## src/core/tlsd_addr_gen.sv

```systemverilog
package tlsd_pkg;

    // ==========================================================
    // word layout
    localparam int WORD_W   = 40;
    localparam int ADDR_W   = 32;
    localparam int TAG_W    = 6;
    localparam int CDR_HI   = 39;
    localparam int CDR_LO   = 38;
    localparam int TAG_HI   = 37;
    localparam int TAG_LO   = 32;
    localparam int DATA_HI  = 31;
    localparam int LIMM_W   = 38;

    // ==========================================================
    // instruction fields
    localparam int FMT_HI   = 39;
    localparam int FMT_LO   = 37;
    localparam int OPC_HI   = 34;
    localparam int OPC_LO   = 29;
    localparam int TYPE_HI  = 16;
    localparam int TYPE_LO  = 12;
    localparam int IMM_HI   = 11;
    localparam int SIMM_W   = 12;

    localparam logic [2:0] FMT_REG_REG   = 3'h6;
    localparam logic [2:0] FMT_SHORT_IMM = 3'h7;
    localparam logic [2:0] FMT_LONG_IMM  = 3'h5;

    // ==========================================================
    // opcodes
    localparam logic [5:0] OP_EPHEMERAL_TEST = 6'h00;
    localparam logic [5:0] OP_OLDSPACE_TEST  = 6'h01;
    localparam logic [5:0] OP_RAW_READ       = 6'h02;
    localparam logic [5:0] OP_COPY_READ_ALT  = 6'h04;
    localparam logic [5:0] OP_COPY_READ      = 6'h06;
    localparam logic [5:0] OP_SCAVENGE_READ  = 6'h07;
    localparam logic [2:0] OP_LOAD_GROUP     = 3'h0;
    localparam logic [2:0] OP_STORE_GROUP    = 3'h3;
    localparam logic [5:0] OP_STORE_ARRAY    = 6'h18;
    localparam logic [5:0] OP_STORE_BIND     = 6'h19;
    localparam logic [5:0] OP_STORE_DATA     = 6'h1A;
    localparam logic [5:0] OP_STORE_DATA_IV  = 6'h1B;
    localparam logic [5:0] OP_STORE_38_BITS  = 6'h1C;
    localparam logic [5:0] OP_STORE_RPLACD   = 6'h1D;

    // ==========================================================
    // tags
    localparam logic [5:0]  TAG_FIXNUM            = 6'h08;
    localparam logic [5:0]  TAG_NIL               = 6'h34;
    localparam logic [5:0]  TAG_COLLECTOR_FORWARD = 6'h01;
    localparam logic [63:0] POINTER_TAG_MAP       = 64'h0000_FFFF_FFFF_0000;
    localparam logic [39:0] NIL_WORD              = 40'h34_0000_0000;

    typedef enum logic [1:0] {
        TLSD_TRAP_NONE      = 2'b00,
        TLSD_TRAP_SRC_TYPE  = 2'b01,
        TLSD_TRAP_ERROR     = 2'b10,
        TLSD_TRAP_TRANSPORT = 2'b11
    } tlsd_trap_t;

    typedef enum logic [0:0] {
        TLSD_IDLE = 1'b0,
        TLSD_WAIT = 1'b1
    } tlsd_state_t;

    function automatic logic isPointer(input logic [5:0] tag);
        return POINTER_TAG_MAP[tag];
    endfunction : isPointer

    function automatic logic typeMatch(input logic [5:0] tag, input logic [4:0] typ);
        return tag == {1'b0, typ};
    endfunction : typeMatch

    function automatic logic isCopyRead(input logic [5:0] opc);
        return (opc == OP_COPY_READ) || (opc == OP_COPY_READ_ALT);
    endfunction : isCopyRead

endpackage : tlsd_pkg

`timescale 1ns/10ps
`default_nettype none

module tlsd_addr_gen (
    input  wire logic [2:0]  fmtCode,
    input  wire logic        isStore,
    input  wire logic [31:0] src1Data,
    input  wire logic [31:0] src2Data,
    input  wire logic [31:0] marData,
    input  wire logic [11:0] shortImm,
    input  wire logic [37:0] longImm,
    output logic      [31:0] effAddr
);
    // ==========================================================
    // effective address
    wire logic [31:0] regRegTerm = isStore ? marData : src2Data;
    wire logic [31:0] shortTerm  = {{20{shortImm[11]}}, shortImm};
    wire logic [31:0] longTerm   = longImm[31:0];

    assign effAddr = (fmtCode == tlsd_pkg::FMT_REG_REG)   ? src1Data + regRegTerm :
                     (fmtCode == tlsd_pkg::FMT_SHORT_IMM) ? src1Data + shortTerm :
                                                            longTerm + src1Data;

endmodule : tlsd_addr_gen

`default_nettype wire

```

## src/core/tlsd_decode.sv

```systemverilog
`timescale 1ns/10ps
`default_nettype none

// Functional notes
// - load address is src1+src2, src1+signed imm12, or imm38+src1 by format.
// - loads check src1 tag against type; reg-reg also wants fixnum src2.
// - scavenge read errors on a collector-forward word.
// - scavenge read transport-traps on oldspace pointer when page enables it.
// - copy read errors on collector-forward word, no other read trap.
// - raw read returns word unchanged, never traps on it.
// - oldspace test returns word if oldspace pointer, else NIL.
// - ephemeral test returns word if ephemeral pointer, else NIL.
// - store address is src1+mar in reg-reg, src1+immediate otherwise.
// - store data is the src2 operand.
// - stores check src1 tag against type and trap on mismatch.
// - data, iv, array, rplacd, bind, 38-bit stores keep target cdr bits.
// - format in bits 39:37; opcode 34, src1 28, src2 22, type 16, imm 11.
// - transport trap wins over any other trap on the word read.
module tlsd_decode (
    input  wire logic        sys_clk,
    input  wire logic        reset,
    input  wire logic        issueValid,
    output logic             issueReady,
    input  wire logic [39:0] instrWord,
    input  wire logic [37:0] longImm,
    input  wire logic [39:0] src1Word,
    input  wire logic [39:0] src2Word,
    input  wire logic [31:0] marData,
    output logic             memRdReq,
    output logic             memWrReq,
    output logic      [31:0] memAddr,
    output logic      [39:0] memWrWord,
    input  wire logic        memRdValid,
    input  wire logic [39:0] memRdWord,
    input  wire logic        rdOldspace,
    input  wire logic        rdEphemeral,
    input  wire logic        rdTransportEn,
    output logic             destWrite,
    output logic      [39:0] destData,
    output logic             trapValid,
    output logic      [1:0]  trapCode
);
    // ==========================================================
    // instruction fields
    wire logic [2:0]  fmtField  = instrWord[tlsd_pkg::FMT_HI:tlsd_pkg::FMT_LO];
    wire logic [5:0]  opcField  = instrWord[tlsd_pkg::OPC_HI:tlsd_pkg::OPC_LO];
    wire logic [4:0]  typeField = instrWord[tlsd_pkg::TYPE_HI:tlsd_pkg::TYPE_LO];
    wire logic [11:0] shortImm  = instrWord[tlsd_pkg::IMM_HI:0];

    wire logic isRegReg = fmtField == tlsd_pkg::FMT_REG_REG;
    wire logic fmtOk    = isRegReg || (fmtField == tlsd_pkg::FMT_SHORT_IMM)
                          || (fmtField == tlsd_pkg::FMT_LONG_IMM);
    wire logic opIsStore = opcField[5:3] == tlsd_pkg::OP_STORE_GROUP;
    wire logic opIsLoad  = (opcField == tlsd_pkg::OP_EPHEMERAL_TEST)
                           || (opcField == tlsd_pkg::OP_OLDSPACE_TEST)
                           || (opcField == tlsd_pkg::OP_RAW_READ)
                           || tlsd_pkg::isCopyRead(opcField)
                           || (opcField == tlsd_pkg::OP_SCAVENGE_READ);
    wire logic legal     = fmtOk && (opIsStore || opIsLoad);

    // ==========================================================
    // source checks
    wire logic [5:0] src1Tag = src1Word[tlsd_pkg::TAG_HI:tlsd_pkg::TAG_LO];
    wire logic [5:0] src2Tag = src2Word[tlsd_pkg::TAG_HI:tlsd_pkg::TAG_LO];
    wire logic src1Ok  = tlsd_pkg::typeMatch(src1Tag, typeField);
    wire logic src2Ok  = opIsStore || !isRegReg || (src2Tag == tlsd_pkg::TAG_FIXNUM);
    wire logic srcOk   = src1Ok && src2Ok;

    wire logic [31:0] genAddr;

    tlsd_addr_gen u_addr (
        .fmtCode  (fmtField),
        .isStore  (opIsStore),
        .src1Data (src1Word[tlsd_pkg::DATA_HI:0]),
        .src2Data (src2Word[tlsd_pkg::DATA_HI:0]),
        .marData  (marData),
        .shortImm (shortImm),
        .longImm  (longImm),
        .effAddr  (genAddr)
    );

    // ==========================================================
    // state
    tlsd_pkg::tlsd_state_t state_q;
    logic [5:0]  opc_q;
    logic        isStore_q;
    logic [39:0] storeData_q;
    logic        memRdReq_q;
    logic        memWrReq_q;
    logic [31:0] memAddr_q;
    logic [39:0] memWrWord_q;
    logic        destWrite_q;
    logic [39:0] destData_q;
    logic        trapValid_q;
    logic [1:0]  trapCode_q;

    wire logic issueTaken = issueValid && (state_q == tlsd_pkg::TLSD_IDLE);
    wire logic readDone   = memRdValid && (state_q == tlsd_pkg::TLSD_WAIT);

    // ==========================================================
    // word read classification
    wire logic [5:0] rdTag = memRdWord[tlsd_pkg::TAG_HI:tlsd_pkg::TAG_LO];
    wire logic rdPtr = tlsd_pkg::isPointer(rdTag);
    wire logic rdOld = rdPtr && rdOldspace;
    wire logic rdEph = rdPtr && rdEphemeral;
    wire logic rdFwd = rdTag == tlsd_pkg::TAG_COLLECTOR_FORWARD;
    wire logic isScav = opc_q == tlsd_pkg::OP_SCAVENGE_READ;
    wire logic isCopy = tlsd_pkg::isCopyRead(opc_q);

    wire logic scavTransport = isScav && rdOld && rdTransportEn;
    wire logic fwdError      = (isScav || isCopy) && rdFwd;
    wire logic rdTrap        = !isStore_q && (scavTransport || fwdError);
    wire logic [1:0] rdTrapCode = scavTransport ? tlsd_pkg::TLSD_TRAP_TRANSPORT
                                                : tlsd_pkg::TLSD_TRAP_ERROR;

    wire logic nilOld = (opc_q == tlsd_pkg::OP_OLDSPACE_TEST) && !rdOld;
    wire logic nilEph = (opc_q == tlsd_pkg::OP_EPHEMERAL_TEST) && !rdEph;
    wire logic [39:0] loadWord = (nilOld || nilEph) ? tlsd_pkg::NIL_WORD : memRdWord;

    wire logic keepCdr = (opc_q == tlsd_pkg::OP_STORE_DATA)
                         || (opc_q == tlsd_pkg::OP_STORE_DATA_IV)
                         || (opc_q == tlsd_pkg::OP_STORE_ARRAY)
                         || (opc_q == tlsd_pkg::OP_STORE_RPLACD)
                         || (opc_q == tlsd_pkg::OP_STORE_BIND)
                         || (opc_q == tlsd_pkg::OP_STORE_38_BITS);
    wire logic [39:0] mergedWord = keepCdr
        ? {memRdWord[tlsd_pkg::CDR_HI:tlsd_pkg::CDR_LO], storeData_q[tlsd_pkg::TAG_HI:0]}
        : storeData_q;

    // ==========================================================
    // sequencing
    always_ff @(posedge sys_clk) begin
        if (reset) begin
            state_q     <= tlsd_pkg::TLSD_IDLE;
            opc_q       <= 6'h00;
            isStore_q   <= 1'b0;
            storeData_q <= 40'h00_0000_0000;
            memRdReq_q  <= 1'b0;
            memWrReq_q  <= 1'b0;
            memAddr_q   <= 32'h0000_0000;
            memWrWord_q <= 40'h00_0000_0000;
            destWrite_q <= 1'b0;
            destData_q  <= 40'h00_0000_0000;
            trapValid_q <= 1'b0;
            trapCode_q  <= tlsd_pkg::TLSD_TRAP_NONE;
        end else begin
            memRdReq_q  <= 1'b0;
            memWrReq_q  <= 1'b0;
            destWrite_q <= 1'b0;
            trapValid_q <= 1'b0;
            case (state_q)
                tlsd_pkg::TLSD_IDLE: begin
                    if (issueTaken) begin
                        opc_q       <= opcField;
                        isStore_q   <= opIsStore;
                        storeData_q <= src2Word;
                        if (!legal) begin
                            trapValid_q <= 1'b1;
                            trapCode_q  <= tlsd_pkg::TLSD_TRAP_ERROR;
                        end else if (!srcOk) begin
                            trapValid_q <= 1'b1;
                            trapCode_q  <= tlsd_pkg::TLSD_TRAP_SRC_TYPE;
                        end else begin
                            memRdReq_q <= 1'b1;
                            memAddr_q  <= genAddr;
                            state_q    <= tlsd_pkg::TLSD_WAIT;
                        end
                    end
                end
                tlsd_pkg::TLSD_WAIT: begin
                    if (readDone) begin
                        state_q <= tlsd_pkg::TLSD_IDLE;
                        if (isStore_q) begin
                            memWrReq_q  <= 1'b1;
                            memWrWord_q <= mergedWord;
                        end else if (rdTrap) begin
                            trapValid_q <= 1'b1;
                            trapCode_q  <= rdTrapCode;
                        end else begin
                            destWrite_q <= 1'b1;
                            destData_q  <= loadWord;
                        end
                    end
                end
                default: begin
                    state_q <= tlsd_pkg::TLSD_IDLE;
                end
            endcase
        end
    end

    // ==========================================================
    // outputs
    assign issueReady = state_q == tlsd_pkg::TLSD_IDLE;
    assign memRdReq   = memRdReq_q;
    assign memWrReq   = memWrReq_q;
    assign memAddr    = memAddr_q;
    assign memWrWord  = memWrWord_q;
    assign destWrite  = destWrite_q;
    assign destData   = destData_q;
    assign trapValid  = trapValid_q;
    assign trapCode   = trapCode_q;

endmodule : tlsd_decode

`default_nettype wire
```

## config.mk

```make
export PLATFORM = sky130hd
export DESIGN_NAME = tlsd_decode
export DESIGN_NICKNAME = d
export VERILOG_FILES = /design/src/core/tlsd_addr_gen.sv /design/src/core/tlsd_decode.sv
export SDC_FILE = /design/constraint.sdc
export NUM_CORES = 1
export LEC_CHECK = 0
export BUFFER_PORTS_ARGS = -buffer_cell sky130_fd_sc_hd__clkbuf_2
export CAP_MARGIN = 0
export CORE_ASPECT_RATIO = 1.4
export CORE_MARGIN = 4
export CORE_UTILIZATION = 33
export DETAILED_ROUTE_END_ITERATION = 6
export SLEW_MARGIN = 15
export SYNTH_ARGS = -nofsm -noshare
export SYNTH_HDL_FRONTEND = slang
export SYNTH_HIERARCHICAL = 1
export SYNTH_SLANG_ARGS = --single-unit
```

## constraint.sdc

```tcl
create_clock -name sys_clk -period 4.3 [get_ports sys_clk]
set_input_delay 0.43 -clock sys_clk [delete_from_list [all_inputs] [get_ports sys_clk]]
set_output_delay 0.43 -clock sys_clk [all_outputs]
set_load 0.02 [all_outputs]
```

==> metrics.txt, run 1 <==
Mapped Area 9263 um2; area occupied by registers 3323 um2; Remaining DRCs 0; crit start category primary input; PwrDens 337.2 nW/um2; worst-path maximum fanout 18; clock power share 40.8%; Slew Limit Headroom 25.62%; internal power 0.002844 W; P&R area growth vs syn 28.61%; initial core utilization 33.49%; register area share after synthesis 35.88%; Peak supply drop 0.2228 mV; most frequent cell after synthesis nand2_1; Gate power share 20.0%; setup repair bufs after CTS 0; largest net degree at the start of global routing 94; routed wire length 34400 um; Post-synth top cells nand2_1, a21oi_1, dfxtp_1; Nets 1773; status complete, no violations; worst slew pin tran 1116 ps; critical-path cell list clkbuf_2 -> and3b_2 -> buf_12 -> mux2i_1 -> nor2_1 -> a21oi_1 -> o21ai_1 -> buf_4 -> ha_1 -> inv_1 -> fa_1 -> and2b_1 -> o2111ai_1 -> a21oi_1 -> o21bai_1 -> o31ai_2 -> a31oi_1 -> xnor2_1 -> nand4_1 -> a21oi_1; slowest stage cell, crit path fa_1; htree depth 4; number of global-route vias before repair 9576; core area 27660 um2; placer congestion estimate 0.9010; Hold/Removal Path Class primary input to flip-flop; drt wl/cell 18.24 um; number of stages on the worst setup path 20; Multi-input gate area 5348 um2; WP data required 4650 ps; leakage power 5.037 nW; ys async rst share 0%; final hold vios 0; Setup crit end kind flip-flop; critical path's top delay family compound AO/OA/AOI/OAI gates; clock root buffer clkbuf_16; CTS sink count 166; WS Path Type primary input to flip-flop; RSZ-0062 raised after global routing no; TritonCTS clock tree yes; Clk pin slew, worst setup/hold paths 70 ps; yosys warns 6; WHS Path Cells 3; Synth area leaders dfxtp_1, a21oi_1, nand2_1; initial DRC count 512; WP buf/inv 4; Synth cell types 65; Post-synth EDFFs 0; fin crit period 3846 ps; layout cells sized above 1 30.14%; Skew-Pair Late Insertion Delay 430 ps; vias per inst 5.135; Die ar. 30850 um2; switching pwr 0.001173 W; Global Route Usage Sum 21.83%; area share of the largest cell type after synthesis 35.88%; worst hold slack 212.7 ps; fin. max-slew vios 0; vias post-DR 9684; Post-Synthesis Cells 1203; detailed placement HPWL 25870 um; num rows 72; chip height 206.2 um; initial antenna violation count 3; Fmax 260.0 MHz; Port Buffers 333; R2R depth 5; syn_nets 1476; die width 149.6 um; switching share of power 29.21%; first-pass GRT wire length 52300 um; synthesized area per cell 7.700 um2; total grt overflow 0; Filler cells 2910; crit-path most repeated cell a21oi_1; Final ANT Viol Nets 0; Reg power frac 39.2%; Tcrit/Tclk final 89.44%; Max Root-Sink Buffers 2; Clock Skews 9.881 ps; IO Count 356; Final setup viols 0; CTS Buf Count 17; Pwr Total 0.004017 W; post-synth top area cell dfxtp_1; Pre-antenna DRT Iters 5; Top FF cell, synth dfxtp_1; peak per-stage delay on the critical path 400 ps; Yosys reg bits 166; Worst EP arrival 4200 ps; max-cap violation count 0
## power groups by stage
stage	sequential (W)	combinational (W)	clock, W
after floorplan	0.00161	0.000494	0
after global placement	0.00161	0.000799	0
after detailed placement	0.00161	0.000799	0
after CTS	0.00158	0.000804	0.00168
after global routing	0.00158	0.000889	0.00174
final	0.00158	0.000803	0.00164
## worst reg2reg max path, delay by kind of cell, from the launching register on
family	cells	cell delay (ps)
compound gates	3	1460
flops	1	340
simple gates	2	320
## per-layer routing
metal  share of wire (%)  vias to the layer above  global-route usage, %
li1                    -                     4886                      -
met3                 6.0                       45                  4.168
met4                 3.2                        0                  9.650
met2                  51                      307                  39.37
met5                   0                        -                      0
met1                  40                     4446                  24.87
## cell usage in the layout, fill, tap and decap left out, types with 6 or more instances in the layout
cell       Yosys  layout
nand4_1       76      76
o21bai_1       6       6
xnor2_1       19      19
inv_1         15      15
nand2_1      238     236
mux2i_1       13      13
a211oi_1       7       7
nand3_1       13      13
o21ai_0      109     108
o31ai_1       32      32
mux2_2        22      22
a21o_1         8       8
and3_1         6       6
clkbuf_2       0     332
ha_1          35      35
clkbuf_16      0      17
xor2_1        18      18
buf_4          2      48
nor2_1        44      42
a21oi_1      202     202
dfxtp_1      166     166
## area by class of cell
class	instances	share of cell area (%)
Antenna cell	3	0.06302
Clock buffer	18	3.687
Clock inverter	14	1.628
Inverter	15	0.4726
Multi-Input combinational cell	917	44.89
Sequential cell	166	27.90
Tap cell	370	3.886
Timing Repair Buffer	383	17.48
## logic make-up (layout without fill, tap and decap cells)
group	after synthesis	in the layout	synth area share [%]
adder cells (fa/ha/maj)	36	36	4.944
AO/OA/AOI/OAI	400	400	24.69
multiplexers	35	35	4.079
other	0	3	0
XOR/XNOR	37	37	3.499
buffers and inverters	120	430	6.565
AND/OR/NAND/NOR	409	409	20.34
flip-flops	166	166	35.88
## sequential cells by signal, indices dropped and copies added, names as in the netlist
| register | count |
|---|---|
| trapCode | 2 |
| storeData_q | 40 |
| state_q | 1 |
| destWrite | 1 |
| memWrWord | 40 |
| opc_q | 6 |
| isStore_q | 1 |
| memWrReq | 1 |
| memRdReq | 1 |
| memAddr | 32 |
| destData | 40 |
| trapValid | 1 |
## path summary, 6_finish.rpt
| path | start | end | slack, ps |
|---|---|---|---|
| max | instrWord[32] | memAddr[26] | 450 |
| min | src2Word[38] | storeData_q[38] | 210 |
| max reg2reg | opc_q[1] | trapCode[0] | 2070 |
| min reg2reg | storeData_q[37] | memWrWord[37] | 450 |
## per-stage QoR
step	setup WS [ps]	std cells	cell area, um2	util (%)	setup TNS [ps]
after floorplan	410.8	1203	9263	-	0
after global placement	-118.8	1851	11270	40.76	-312.8
after detailed placement	-132.8	1851	11270	40.76	-399.6
after CTS	293.9	1883	11910	43.05	0
after global routing	130.6	1886	11910	43.07	0
final	453.9	1886	11910	43.07	0
## repair_timing
action | 4_1_cts | 5_1_grt
endpoints found under the setup margin | 0 | 1
resized for setup | 0 | 1
hold buffers | 0 | 0
Power figures use the tool's default switching activity.
==> inputs of run 2 (changes only) <==
--- a/config.mk
+++ b/config.mk
@@ -11,6 +11,7 @@
 export CORE_MARGIN = 4
 export CORE_UTILIZATION = 33
 export DETAILED_ROUTE_END_ITERATION = 6
+export PLACE_DENSITY = 0.61
 export SLEW_MARGIN = 15
 export SYNTH_ARGS = -nofsm -noshare
 export SYNTH_HDL_FRONTEND = slang
==> run 2 against run 1 <==
  * Combinational power is 2.6% lower
  * Utilization is 0.62 points lower
  * Sequential power hardly changed
  * Clock power is 9% lower
  * Cell count is 0.64% lower
  * Total power is 4.3% lower
  * Flip-flop and latch count stayed put
  * Non-clock buffer count is 11 lower
  * Largest power group is now registers
  * Final area is 1.4% lower
==> metrics.txt, run 2 (same netlist as run 1, synthesis figures left out) <==
WP data required 4650 ps (about the same); setup tns final 0 ps (unchanged); fin crit period 3712 ps (was 3846 ps); Post-CTS Hold Fix Bufs 0 (unchanged); max-cap violation count 0 (unchanged); Fmax 269.4 MHz (was 260.0 MHz); die width 149.6 um (unchanged); Tcrit/Tclk final 86.32% (was 89.44%); routed wire length 34480 um (was 34400 um); WS Path Type primary input to flip-flop (unchanged); vias per inst 5.215 (was 5.135); P&R area growth vs syn 26.76% (was 28.61%); first-pass GRT wire length 52240 um (was 52300 um); internal power 0.002662 W (was 0.002844 W); Hold/Removal Path Class primary input to flip-flop (unchanged); Peak supply drop 0.2350 mV (was 0.2228 mV); Filler cells 2949 (was 2910); CTS sink count 166 (unchanged); worst slew pin tran 1127 ps (was 1116 ps); leakage power 4.946 nW (was 5.037 nW); most common cell after layout, fill and taps aside clkbuf_2 (unchanged); final hold vios 0 (unchanged); initial core utilization 33.49% (unchanged); status complete, no violations (unchanged); setup repair bufs after CTS 0 (unchanged); DP Cell Count 1840 (was 1851); Port Buffers 333 (unchanged); Clk pin slew, worst setup/hold paths 70 ps (about the same); Die ar. 30850 um2 (unchanged); Max Root-Sink Buffers 2 (unchanged); initial DRC count 482 (was 512); TritonCTS clock tree yes (unchanged); CTS Buf Count 17 (unchanged); number of global-route vias before repair 9471 (was 9576); Final ANT Viol Nets 0 (unchanged); peak per-stage delay on the critical path 430 ps (was 400 ps); RSZ-0062 raised after global routing no (unchanged); switching pwr 0.001183 W (was 0.001173 W); Reg power frac 41.0% (was 39.2%); Slew Limit Headroom 24.83% (was 25.62%); Clock Skews 7.791 ps (was 9.881 ps); crit-path most repeated cell a21oi_1 (unchanged); initial antenna violation count 3 (unchanged); Setup crit end kind flip-flop (unchanged); clock root buffer clkbuf_16 (unchanged); Worst EP arrival 4070 ps (was 4200 ps); Multi-input gate area 5348 um2 (unchanged); Nets 1762 (was 1773); Global Route Usage Sum 21.75% (was 21.83%); Final setup viols 0 (unchanged); crit start category primary input (unchanged); placer congestion estimate 0.8812 (was 0.9010); htree depth 4 (unchanged); switching share of power 30.76% (was 29.21%); fin. max-slew vios 0 (unchanged); Skew-Pair Late Insertion Delay 440 ps (was 430 ps); detailed placement HPWL 25880 um (was 25870 um); Non-Filler Instances 1874 (was 1886); Pre-antenna DRT Iters 5 (unchanged); slowest stage cell, crit path o31ai_2 (was fa_1); critical-path cell list clkbuf_2 -> and3b_2 -> buf_12 -> mux2i_1 -> nor2_1 -> a21oi_1 -> o21ai_0 -> buf_4 -> ha_1 -> and2b_1 -> o2111ai_1 -> a21oi_1 -> o21bai_1 -> o31ai_2 -> a21oi_1 -> xnor2_1 -> nand4_1 -> a21oi_1 (was clkbuf_2 -> and3b_2 -> buf_12 -> mux2i_1 -> nor2_1 -> a21oi_1 -> o21ai_1 -> buf_4 -> ha_1 -> inv_1 -> fa_1 -> and2b_1 -> o2111ai_1 -> a21oi_1 -> o21bai_1 -> o31ai_2 -> a31oi_1 -> xnor2_1 -> nand4_1 -> a21oi_1); clock power share 38.7% (was 40.8%); layout cells sized above 1 29.63% (was 30.14%); CTS resizes 0 (unchanged); core area 27660 um2 (unchanged); most frequent cells in the layout clkbuf_2, nand2_1, a21oi_1, dfxtp_1, o21ai_0 (unchanged); total grt overflow 0 (unchanged); num rows 72 (unchanged); drt wl/cell 18.40 um (was 18.24 um); IO Count 356 (unchanged); worst-path maximum fanout 30 (was 18); largest net degree at the start of global routing 103 (was 94); Gate power share 20.3% (was 20.0%); Remaining DRCs 0 (unchanged); PwrDens 327.4 nW/um2 (was 337.2 nW/um2); vias post-DR 9773 (was 9684); chip height 206.2 um (unchanged); area occupied by registers 3323 um2 (unchanged)
-- run 2: cell count changes in the layout (fill, tap and decap cells not counted) --
cell,previous run,this run
diode_2,3,2
bufinv_16,3,0
o21ai_0,108,109
clkinv_4,5,4
o21ai_1,2,1
inv_6,2,5
buf_4,48,39
inv_8,1,2
buf_12,3,1
-- run 2: through the flow --
step	cell area, um2	power [W]	utilization [%]	worst slack (ps)	hold WS [ps]
after global placement	11160	0.002387	40.37	122.0	435.7
after floorplan	9263	0.002104	-	410.8	432.1
final	11740	0.003844	42.45	588.1	221.7
after global routing	11740	0.004032	42.45	243.5	215.4
after CTS	11740	0.003884	42.44	558.3	198.5
after detailed placement	11160	0.002387	40.37	104.5	443.2
-- run 2: area by class of cell --
class,instances,area share (%)
multi-input combinational,917,45.55
sequential,166,28.30
timing repair buffer,372,16.82
tap,370,3.943
clock buffer,18,3.740
clock inverter,14,1.130
inverter,15,0.4795
antenna,2,0.04263
-- run 2: power by group through the flow --
| stage | Clock [W] | Sequential, W | Combinational (W) |
|---|---|---|---|
| 6_report | 0.00149 | 0.00158 | 0.000782 |
| 3_3_place_gp | 0 | 0.00161 | 0.000776 |
| 5_1_grt | 0.00159 | 0.00158 | 0.000867 |
| 4_1_cts | 0.00153 | 0.00158 | 0.000782 |
| 3_5_place_dp | 0 | 0.00161 | 0.000776 |
| 2_1_floorplan | 0 | 0.00161 | 0.000494 |
-- run 2: worst paths after layout --
path / endpoint / slack, ps / startpoint / cells after the start
max: memAddr[28] / 590 / instrWord[34] / 18
min: storeData_q[15] / 220 / src2Word[15] / 3
max reg2reg: destData[34] / 2050 / opc_q[3] / 6
min reg2reg: memWrWord[5] / 450 / storeData_q[5] / 2
-- run 2: worst max-delay path: cells and delay by family --
family | cells | cell delay, ps
buffers and inverters | 3 | 520
AOI/OAI and AO/OA | 8 | 1680
muxes | 1 | 210
and+or+nand+nor | 4 | 640
xor gates and xnor gates | 1 | 240
adders and majority gates | 1 | 330
-- run 2: routing by layer --
layer | vias up | wire length (um) | global-route usage [%]
met1 | 4531 | 13500 | 25.06
met5 | - | 13 | 0
met4 | 2 | 1338 | 9.781
met3 | 57 | 2188 | 4.365
li1 | 4876 | - | -
met2 | 307 | 17440 | 38.66
